`src/include/tswd_pkg.sv`:
```
// Purpose: shared constants and types of the two-stage watchdog
// Assumes: 32-bit apb data, word-aligned registers
// Notes:   offsets are byte addresses
package tswd_pkg;

  // ---------------------------------------------------------------
  // register map
  // ---------------------------------------------------------------
  localparam logic [11:0] TSWD_OFF_LOAD   = 12'h000;
  localparam logic [11:0] TSWD_OFF_VALUE  = 12'h004;
  localparam logic [11:0] TSWD_OFF_CTRL   = 12'h008;
  localparam logic [11:0] TSWD_OFF_ICLR   = 12'h00c;
  localparam logic [11:0] TSWD_OFF_RIS    = 12'h010;
  localparam logic [11:0] TSWD_OFF_MIS    = 12'h014;
  localparam logic [11:0] TSWD_OFF_LOCK   = 12'h018;
  localparam logic [11:0] TSWD_OFF_IMASK  = 12'h01c;

  // ---------------------------------------------------------------
  // fields and reset values
  // ---------------------------------------------------------------
  localparam int          TSWD_CTRL_EN_BIT    = 0;
  localparam int          TSWD_CTRL_RSTEN_BIT = 1;
  localparam int          TSWD_CTRL_STALL_BIT = 2;
  // key value is arbitrary, any value other than it locks
  localparam logic [31:0] TSWD_UNLOCK_KEY     = 32'h0000a5a5;
  localparam logic [31:0] TSWD_LOAD_RST       = 32'hffffffff;
  localparam logic [31:0] TSWD_COUNT_RST      = 32'hffffffff;
  localparam logic        TSWD_MASK_RST       = 1'b1;

  // ---------------------------------------------------------------
  // carriers
  // ---------------------------------------------------------------
  typedef struct packed {
    logic        psel;
    logic        penable;
    logic        pwrite;
    logic [11:0] paddr;
    logic [31:0] pwdata;
  } tswd_apb_req_t;

  typedef struct packed {
    logic        pready;
    logic        pslverr;
    logic [31:0] prdata;
  } tswd_apb_rsp_t;

  typedef struct packed {
    logic        wr;
    logic        rd;
    logic [11:0] addr;
    logic [31:0] wdata;
  } tswd_access_t;

endpackage : tswd_pkg

```
`src/tswd_apb_port.sv`:
```
// Purpose: apb slave front end turning access cycles into read and write strobes
// Assumes: the owner registers every answer, one wait state per transfer
// Notes:   access strobes stand for every access cycle; the owner picks the edge
`timescale 1ns/100ps
`default_nettype none
module tswd_apb_port (
  input  wire logic                    pclk,
  input  wire logic                    presetn,
  input  wire tswd_pkg::tswd_apb_req_t req,
  output tswd_pkg::tswd_access_t       acc
);
  import tswd_pkg::*;

  // ---------------------------------------------------------------
  // access decode
  // ---------------------------------------------------------------
  // pclk/presetn kept for a future wait-state variant
  logic unused_ok;
  assign unused_ok = pclk ^ presetn;

  always_comb begin
    acc.wr    = req.psel & req.penable & req.pwrite;
    acc.rd    = req.psel & req.penable & ~req.pwrite;
    acc.addr  = {req.paddr[11:2], 2'b00};
    acc.wdata = req.pwdata;
  end

endmodule : tswd_apb_port
`default_nettype wire

```
`src/tswd_debug_sync.sv`:
```
// Purpose: three-stage synchroniser for the debug halt pin
// Assumes: halt comes from another clock domain
// Notes:   output changes once stages two and three agree
`timescale 1ns/100ps
`default_nettype none
module tswd_debug_sync (
  input  wire logic pclk,
  input  wire logic presetn,
  input  wire logic din,
  output logic      dout
);
  import tswd_pkg::*;

  typedef struct packed {
    logic s1;
    logic s2;
    logic s3;
    logic q;
  } tswd_sync_state_t;

  tswd_sync_state_t st_reg;
  tswd_sync_state_t st_next;

  // ---------------------------------------------------------------
  // stages
  // ---------------------------------------------------------------
  always_comb begin
    st_next    = st_reg;
    st_next.s1 = din;
    st_next.s2 = st_reg.s1;
    st_next.s3 = st_reg.s2;
    if (st_reg.s2 == st_reg.s3) begin
      st_next.q = st_reg.s3;
    end
  end

  always_ff @(posedge pclk or negedge presetn) begin
    if (!presetn) begin
      st_reg <= '0;
    end else begin
      st_reg <= st_next;
    end
  end

  assign dout = st_reg.q;

endmodule : tswd_debug_sync
`default_nettype wire

```
`src/tswd_top.sv`:
```
// Purpose: two-stage watchdog timer with apb register access
// Assumes: single clock pclk at 250 MHz, apb master on the same clock
// Notes:   first timeout interrupts, second timeout requests system reset
`timescale 1ns/100ps
`default_nettype none

// Contract
// - 32-bit down counter loaded from load value
// - first zero sets timeout interrupt
// - enable starts counting and interrupt together
// - after first timeout reload and keep counting
// - second zero with flag pending requests reset
// - clear before second timeout reloads counter
// - load write while running reloads immediately
// - lock blocks configuration writes
// - lock state readable by software
// - interrupt clear drops the interrupt source
// - raw and masked status readable
// - load value readable
// - unlock restores configuration write access
// - load of zero interrupts at once
// - reset enable writable only while unlocked
// - debug stall freezes counter during halt
module tswd_top (
  input  wire logic                    pclk,
  input  wire logic                    presetn,
  input  wire tswd_pkg::tswd_apb_req_t apb_req,
  output tswd_pkg::tswd_apb_rsp_t      apb_rsp,
  input  wire logic                    debug_halt,
  output logic                         wdt_irq,
  output logic                         wdt_reset_req
);
  import tswd_pkg::*;

  typedef struct packed {
    logic [31:0]   load;
    logic [31:0]   count;
    logic          enable;
    logic          reset_en;
    logic          stall_en;
    logic          locked;
    logic          ris;
    logic          mask;
    logic          rst_req;
    logic          irq;
    tswd_apb_rsp_t rsp;
  } tswd_state_t;

  tswd_state_t  st_reg;
  tswd_state_t  st_next;
  tswd_access_t acc;
  logic         halt_sync;
  logic [31:0]  rdata;
  logic         decoded;
  logic         acc_first;
  logic         rd_first;
  logic         wr_fire;
  logic         wr_cfg;
  logic         wr_load;
  logic         wr_ctrl;
  logic         wr_imask;
  logic         wr_lock;
  logic         wr_iclr;
  logic         cnt_run;
  logic         cnt_zero;

  // ---------------------------------------------------------------
  // helpers
  // ---------------------------------------------------------------
  tswd_apb_port u_port (
    .pclk    (pclk),
    .presetn (presetn),
    .req     (apb_req),
    .acc     (acc)
  );

  tswd_debug_sync u_sync (
    .pclk    (pclk),
    .presetn (presetn),
    .din     (debug_halt),
    .dout    (halt_sync)
  );

  // ---------------------------------------------------------------
  // transfer phase
  // ---------------------------------------------------------------
  // every answer leaves a flop, so each transfer takes one wait state:
  // the first access cycle registers the answer, the second shows it.
  // writes land only on the edge that ends the transfer, so a request
  // held over two access cycles is applied once
  always_comb begin
    acc_first = (acc.wr | acc.rd) & ~st_reg.rsp.pready;
    rd_first  = acc.rd & ~st_reg.rsp.pready;
    wr_fire   = acc.wr & st_reg.rsp.pready;
    wr_cfg    = wr_fire & ~st_reg.locked;
  end

  // ---------------------------------------------------------------
  // write decode
  // ---------------------------------------------------------------
  // lock and clear stay open while locked: a locked watchdog must
  // still be serviceable and unlockable
  always_comb begin
    wr_load  = wr_cfg & (acc.addr == TSWD_OFF_LOAD);
    wr_ctrl  = wr_cfg & (acc.addr == TSWD_OFF_CTRL);
    wr_imask = wr_cfg & (acc.addr == TSWD_OFF_IMASK);
    wr_lock  = wr_fire & (acc.addr == TSWD_OFF_LOCK);
    wr_iclr  = wr_fire & (acc.addr == TSWD_OFF_ICLR);
  end

  // ---------------------------------------------------------------
  // timer conditions
  // ---------------------------------------------------------------
  // a halted core freezes the count only while stall is enabled; the
  // halt reaches the counter several edges late through the synchroniser
  always_comb begin
    cnt_run  = st_reg.enable & ~(st_reg.stall_en & halt_sync);
    cnt_zero = (st_reg.count == 32'h00000000);
  end

  // ---------------------------------------------------------------
  // read mux
  // ---------------------------------------------------------------
  always_comb begin
    rdata   = 32'h00000000;
    decoded = 1'b1;
    unique case (acc.addr)
      TSWD_OFF_LOAD: begin
        rdata = st_reg.load;
      end
      TSWD_OFF_VALUE: begin
        rdata = st_reg.count;
      end
      TSWD_OFF_CTRL: begin
        rdata[TSWD_CTRL_EN_BIT]    = st_reg.enable;
        rdata[TSWD_CTRL_RSTEN_BIT] = st_reg.reset_en;
        rdata[TSWD_CTRL_STALL_BIT] = st_reg.stall_en;
      end
      TSWD_OFF_ICLR: begin
        rdata = 32'h00000000;
      end
      TSWD_OFF_RIS: begin
        rdata[0] = st_reg.ris;
      end
      TSWD_OFF_MIS: begin
        rdata[0] = st_reg.ris & st_reg.mask;
      end
      TSWD_OFF_LOCK: begin
        rdata[0] = st_reg.locked;
      end
      TSWD_OFF_IMASK: begin
        rdata[0] = st_reg.mask;
      end
      default: begin
        decoded = 1'b0;
      end
    endcase
  end

  // ---------------------------------------------------------------
  // next state
  // ---------------------------------------------------------------
  always_comb begin
    logic zero_evt;
    logic clr;
    logic load_wr;
    zero_evt = 1'b0;
    clr      = 1'b0;
    load_wr  = 1'b0;
    st_next  = st_reg;

    // lock register: key unlocks, any other value locks
    if (wr_lock) begin
      st_next.locked = (acc.wdata != TSWD_UNLOCK_KEY);
    end

    if (wr_ctrl) begin
      // enable is sticky once set; only reset stops the watchdog
      if (acc.wdata[TSWD_CTRL_EN_BIT]) begin
        st_next.enable = 1'b1;
        st_next.mask   = 1'b1;
      end
      st_next.reset_en = acc.wdata[TSWD_CTRL_RSTEN_BIT];
      st_next.stall_en = acc.wdata[TSWD_CTRL_STALL_BIT];
    end

    if (wr_imask && acc.wdata[0]) begin
      st_next.mask = 1'b1; // interrupt enable is set-only
    end

    if (wr_load) begin
      load_wr      = 1'b1;
      st_next.load = acc.wdata;
    end

    // clear is accepted even when locked: servicing must work
    clr = wr_iclr;

    // ---------------- counter ----------------
    if (load_wr) begin
      st_next.count = acc.wdata;
      if (acc.wdata == 32'h00000000) begin
        zero_evt = 1'b1;
      end
    end else if (clr && st_reg.enable) begin
      st_next.count = st_reg.load;
    end else if (cnt_run) begin
      if (cnt_zero) begin
        zero_evt      = 1'b1;
        st_next.count = st_reg.load;
      end else begin
        st_next.count = st_reg.count - 32'h00000001;
      end
    end

    // ---------------- timeout flags ----------------
    if (zero_evt && st_reg.ris && st_reg.reset_en) begin
      st_next.rst_req = 1'b1;
    end

    // set wins over a clear in the same cycle
    if (zero_evt) begin
      st_next.ris = 1'b1;
    end else if (clr) begin
      st_next.ris = 1'b0;
    end

    st_next.irq = st_next.ris & st_next.mask;

    // ---------------- bus answer ----------------
    // answer fields stand for the completing cycle only, zero otherwise
    st_next.rsp.pready  = acc_first;
    st_next.rsp.pslverr = 1'b0;
    st_next.rsp.prdata  = 32'h00000000;
    if (rd_first) begin
      st_next.rsp.prdata  = rdata;
      st_next.rsp.pslverr = ~decoded;
    end
  end

  // ---------------------------------------------------------------
  // state register
  // ---------------------------------------------------------------
  always_ff @(posedge pclk or negedge presetn) begin
    if (!presetn) begin
      st_reg             <= '0;
      st_reg.load        <= TSWD_LOAD_RST;
      st_reg.count       <= TSWD_COUNT_RST;
      st_reg.mask        <= TSWD_MASK_RST;
    end else begin
      st_reg <= st_next;
    end
  end

  // ---------------------------------------------------------------
  // outputs
  // ---------------------------------------------------------------
  // the whole answer leaves the state flop; the cost is one wait state
  assign apb_rsp       = st_reg.rsp;

  assign wdt_irq       = st_reg.irq;
  assign wdt_reset_req = st_reg.rst_req;

endmodule : tswd_top
`default_nettype wire

```
`config.mk`:
```
export PLATFORM = sky130hd
export DESIGN_NAME = tswd_top
export DESIGN_NICKNAME = d
export VERILOG_FILES = /design/src/include/tswd_pkg.sv /design/src/tswd_apb_port.sv /design/src/tswd_debug_sync.sv /design/src/tswd_top.sv
export SDC_FILE = /design/constraint.sdc
export NUM_CORES = 1
export LEC_CHECK = 0
export BUFFER_PORTS_ARGS = -buffer_cell sky130_fd_sc_hd__buf_2
export CORE_UTILIZATION = 25
export CTS_BUF_LIST = sky130_fd_sc_hd__clkbuf_4 sky130_fd_sc_hd__clkbuf_8 sky130_fd_sc_hd__clkbuf_16
export DETAILED_ROUTE_END_ITERATION = 10
export SKIP_LAST_GASP = 1
export SYNTH_ARGS = -nofsm -noshare
export SYNTH_HDL_FRONTEND = slang
export SYNTH_SLANG_ARGS = --single-unit
```
`constraint.sdc`:
```
create_clock -name pclk -period 4.7 [get_ports pclk]
set_input_delay 0.94 -clock pclk [delete_from_list [all_inputs] [get_ports pclk]]
set_output_delay 0.94 -clock pclk [all_outputs]
set_load 0.01 [all_outputs]
```
==> impl_metrics.yaml <==
cells_and_area:
  layout_common_cells: "nand2_1, buf_2, dfstp_2"
  final_nets: 737
  final_common_cell: "nand2_1"
  post-route-util_pct: 29.1
  largest_register_ffs: 70
  instances_no_fill: 1010
  drive_gt1_share_pct: 29.4
  area_growth_pct: 14.1
logic_synthesis:
  synth_cell_types: 65
  synth-warning-count: 0
  synth_seq_area_share_pct: 47.3
  synth_edf_count: 0
  syn_area_per_cell_um2: 9.24
  syn_nets: 701
  syn_area_um2: 5990
  syn_inst: 649
  ys_seq_elements: 110
  yosys_most_used_dff: "dfstp_2"
  synthArstFlopShare_pct: 100
clock_tree:
  cts_buffer_depth: 2
  cts_buffers: 9
  cts_sinks: 110
  clockRootBuffer: "clkbuf_16"
  clk-insertion-delay-late_ns: 0.36
  post_cts_buffers: 0
  ctsHoldBuffers: 0
  htreeDepth: 3
  cts_tree: "yes"
  path_clk_slew_ns: 0.08
  ctsResizeCount: 0
placed_design:
  numPortBuffers: 83
  dp.cells: 993
  gp_congestion: 0.865
  hpwl_um: 12800
floorplanning:
  die_h_um: 157
  die_w_um: 157
  initial_core_util_pct: 25.5
  rows: 56
  pin_count: 86
  core_um2: 23500
  design.die.area_um2: 24600
routing:
  wl_per_cell_um: 18.3
  antenna_left: 0
  drt_drc_violations_left: 0
  drt_wl_total_um: 18500
  viasPerCell: 5.08
  firstDrtPassIters: 5
  vias: 5134
  drt_iter0_markers: 439
sta:
  skew_ns: 0.00775
  hold_viol_final: 0
  rsz0062_at_grt: "no"
  worst_pin_slew_ns: 0.994
  post-route-min-period_ns: 3.49
  relSlewSlack_pct: 33.1
  fin_setup_tns_ns: 0
  final_max_slew_viol_count: 0
  setup_violations: 0
  whs_ns: 0.352
  period_share_pct: 74.2
  fmax_mhz: 287
outcome:
  outcome: "complete, no violations"
setup_path:
  r2r-end: "st_reg[68]$_DFFE_PN1P_"
  cp_data_required_time_ns: 4.99
  r2r_cells: 8
  path_max_fanout: 32
  cp-startpoint: "apb_req[36]"
  crit_path_end: "st_reg[68]$_DFFE_PN1P_"
  end_kind: "flop"
  r2r_start: "st_reg[38]$_DFFE_PN0P_"
  reg2reg_slack_ns: 1.70
  critical_path_class: "input port to flop"
  worstPathArrival_ns: 3.78
  start_kind: "input port"
pwr:
  power.leakage_uw: 0.00282
  vdd_drop_max_mv: 0.143
  pwr_density_cell_nw_per_um2: 278
grt:
  antenna_found_initial: 0
  grt_max_degree: 59
  overflow: 0
  grt_pass1_vias: 5111
  grt_usage_pct: 15.9
  grt_pass1_wl_um: 29700
worst_hold_path:
  hold_path_depth: 0
  min_path_type: "flop to flop"
flow_run:
  cap_violations: 0
[cell type report]
class	instances	area [um2]
inverter	9	33.8
tap	319	399
fill	2491	16600
clock buffer	10	233
sequential	110	2830
antenna	1	2.50
timing repair buffer	95	520
clock inverter	6	68.8
multi-input combinational	460	2750
[layer usage]
| metal | wire, um | global-route usage (%) | up-vias |
|---|---|---|---|
| li1 | - | - | 2413 |
| met1 | 8310 | 21.6 | 2496 |
| met2 | 8180 | 24.5 | 192 |
| met3 | 1470 | 3.16 | 33 |
| met4 | 511 | 6.91 | 0 |
| met5 | 0 | 0 | - |
[cell families (layout without fill, tap and decap cells)]
logic type	Yosys count	after routing	share of synthesized area [%]
simple gates	299	299	25.2
mux	13	13	2.34
fa+ha+maj	3	3	0.584
other cells	0	1	0
flops	110	110	47.3
xor+xnor	9	9	1.32
compound gates	136	136	15.9
buf+inv	79	120	7.41
[report_power, final]
group	switching, uW	internal [uW]
registers	7.46	958
clock network	376	424
logic	89.3	44.8
[synth_stat cells, drive strengths merged, types with 4 or more instances]
library cell	count	area [um2]
mux2	8	90.1
clkbuf	19	71.3
inv	9	33.8
or3	13	86.3
dfrtp	45	1130
nor3b	4	30.0
nor3	30	150
o21ai	29	145
a21o	6	45.0
a21oi	15	75.1
o31ai	6	45.0
nand4	16	100
or4	13	109
nand2	105	397
xnor2	6	52.6
nand3	16	80.1
dfstp	65	1710
or2	5	31.3
buf	51	339
nor4	28	218
mux2i	5	50.1
o211ai	11	82.6
nor2	54	203
a22oi	30	225
a211oi	4	30.0
[through the flow]
| step | total power [uW] | cell area [um2] | worst slack [ns] |
|---|---|---|---|
| 6_report | 1900 | 6840 | 1.21 |
| 3_5_place_dp | 1120 | 6540 | 0.872 |
| 3_3_place_gp | 1110 | 6540 | 0.875 |
| 5_1_grt | 1980 | 6840 | 1.11 |
| 2_1_floorplan | 1040 | 5990 | 1.63 |
| 4_1_cts | 1920 | 6840 | 1.24 |
[how the worst min path moves through the flow]
stage | start | to
2_1_floorplan | u_sync.st_next[2]$_DFF_PN0_ | u_sync.st_next[1]$_DFF_PN0_
3_3_place_gp | u_sync.st_next[2]$_DFF_PN0_ | u_sync.st_next[1]$_DFF_PN0_
3_5_place_dp | u_sync.st_next[2]$_DFF_PN0_ | u_sync.st_next[1]$_DFF_PN0_
4_1_cts | u_sync.st_next[2]$_DFF_PN0_ | u_sync.st_next[1]$_DFF_PN0_
5_1_grt | u_sync.st_next[2]$_DFF_PN0_ | u_sync.st_next[1]$_DFF_PN0_
6_report | u_sync.st_next[2]$_DFF_PN0_ | u_sync.st_next[1]$_DFF_PN0_
[critical path: stages]
cell and delay (ns):
buf_2 0.15, or4_1 0.66, a2111oi_4 0.36, buf_4 0.34
nor2_1 0.08, buf_4 0.28, nor2_1 0.62, a31oi_1 0.18
a2bb2oi_1 0.16
No activity file was read; power rests on OpenSTA's default activity.
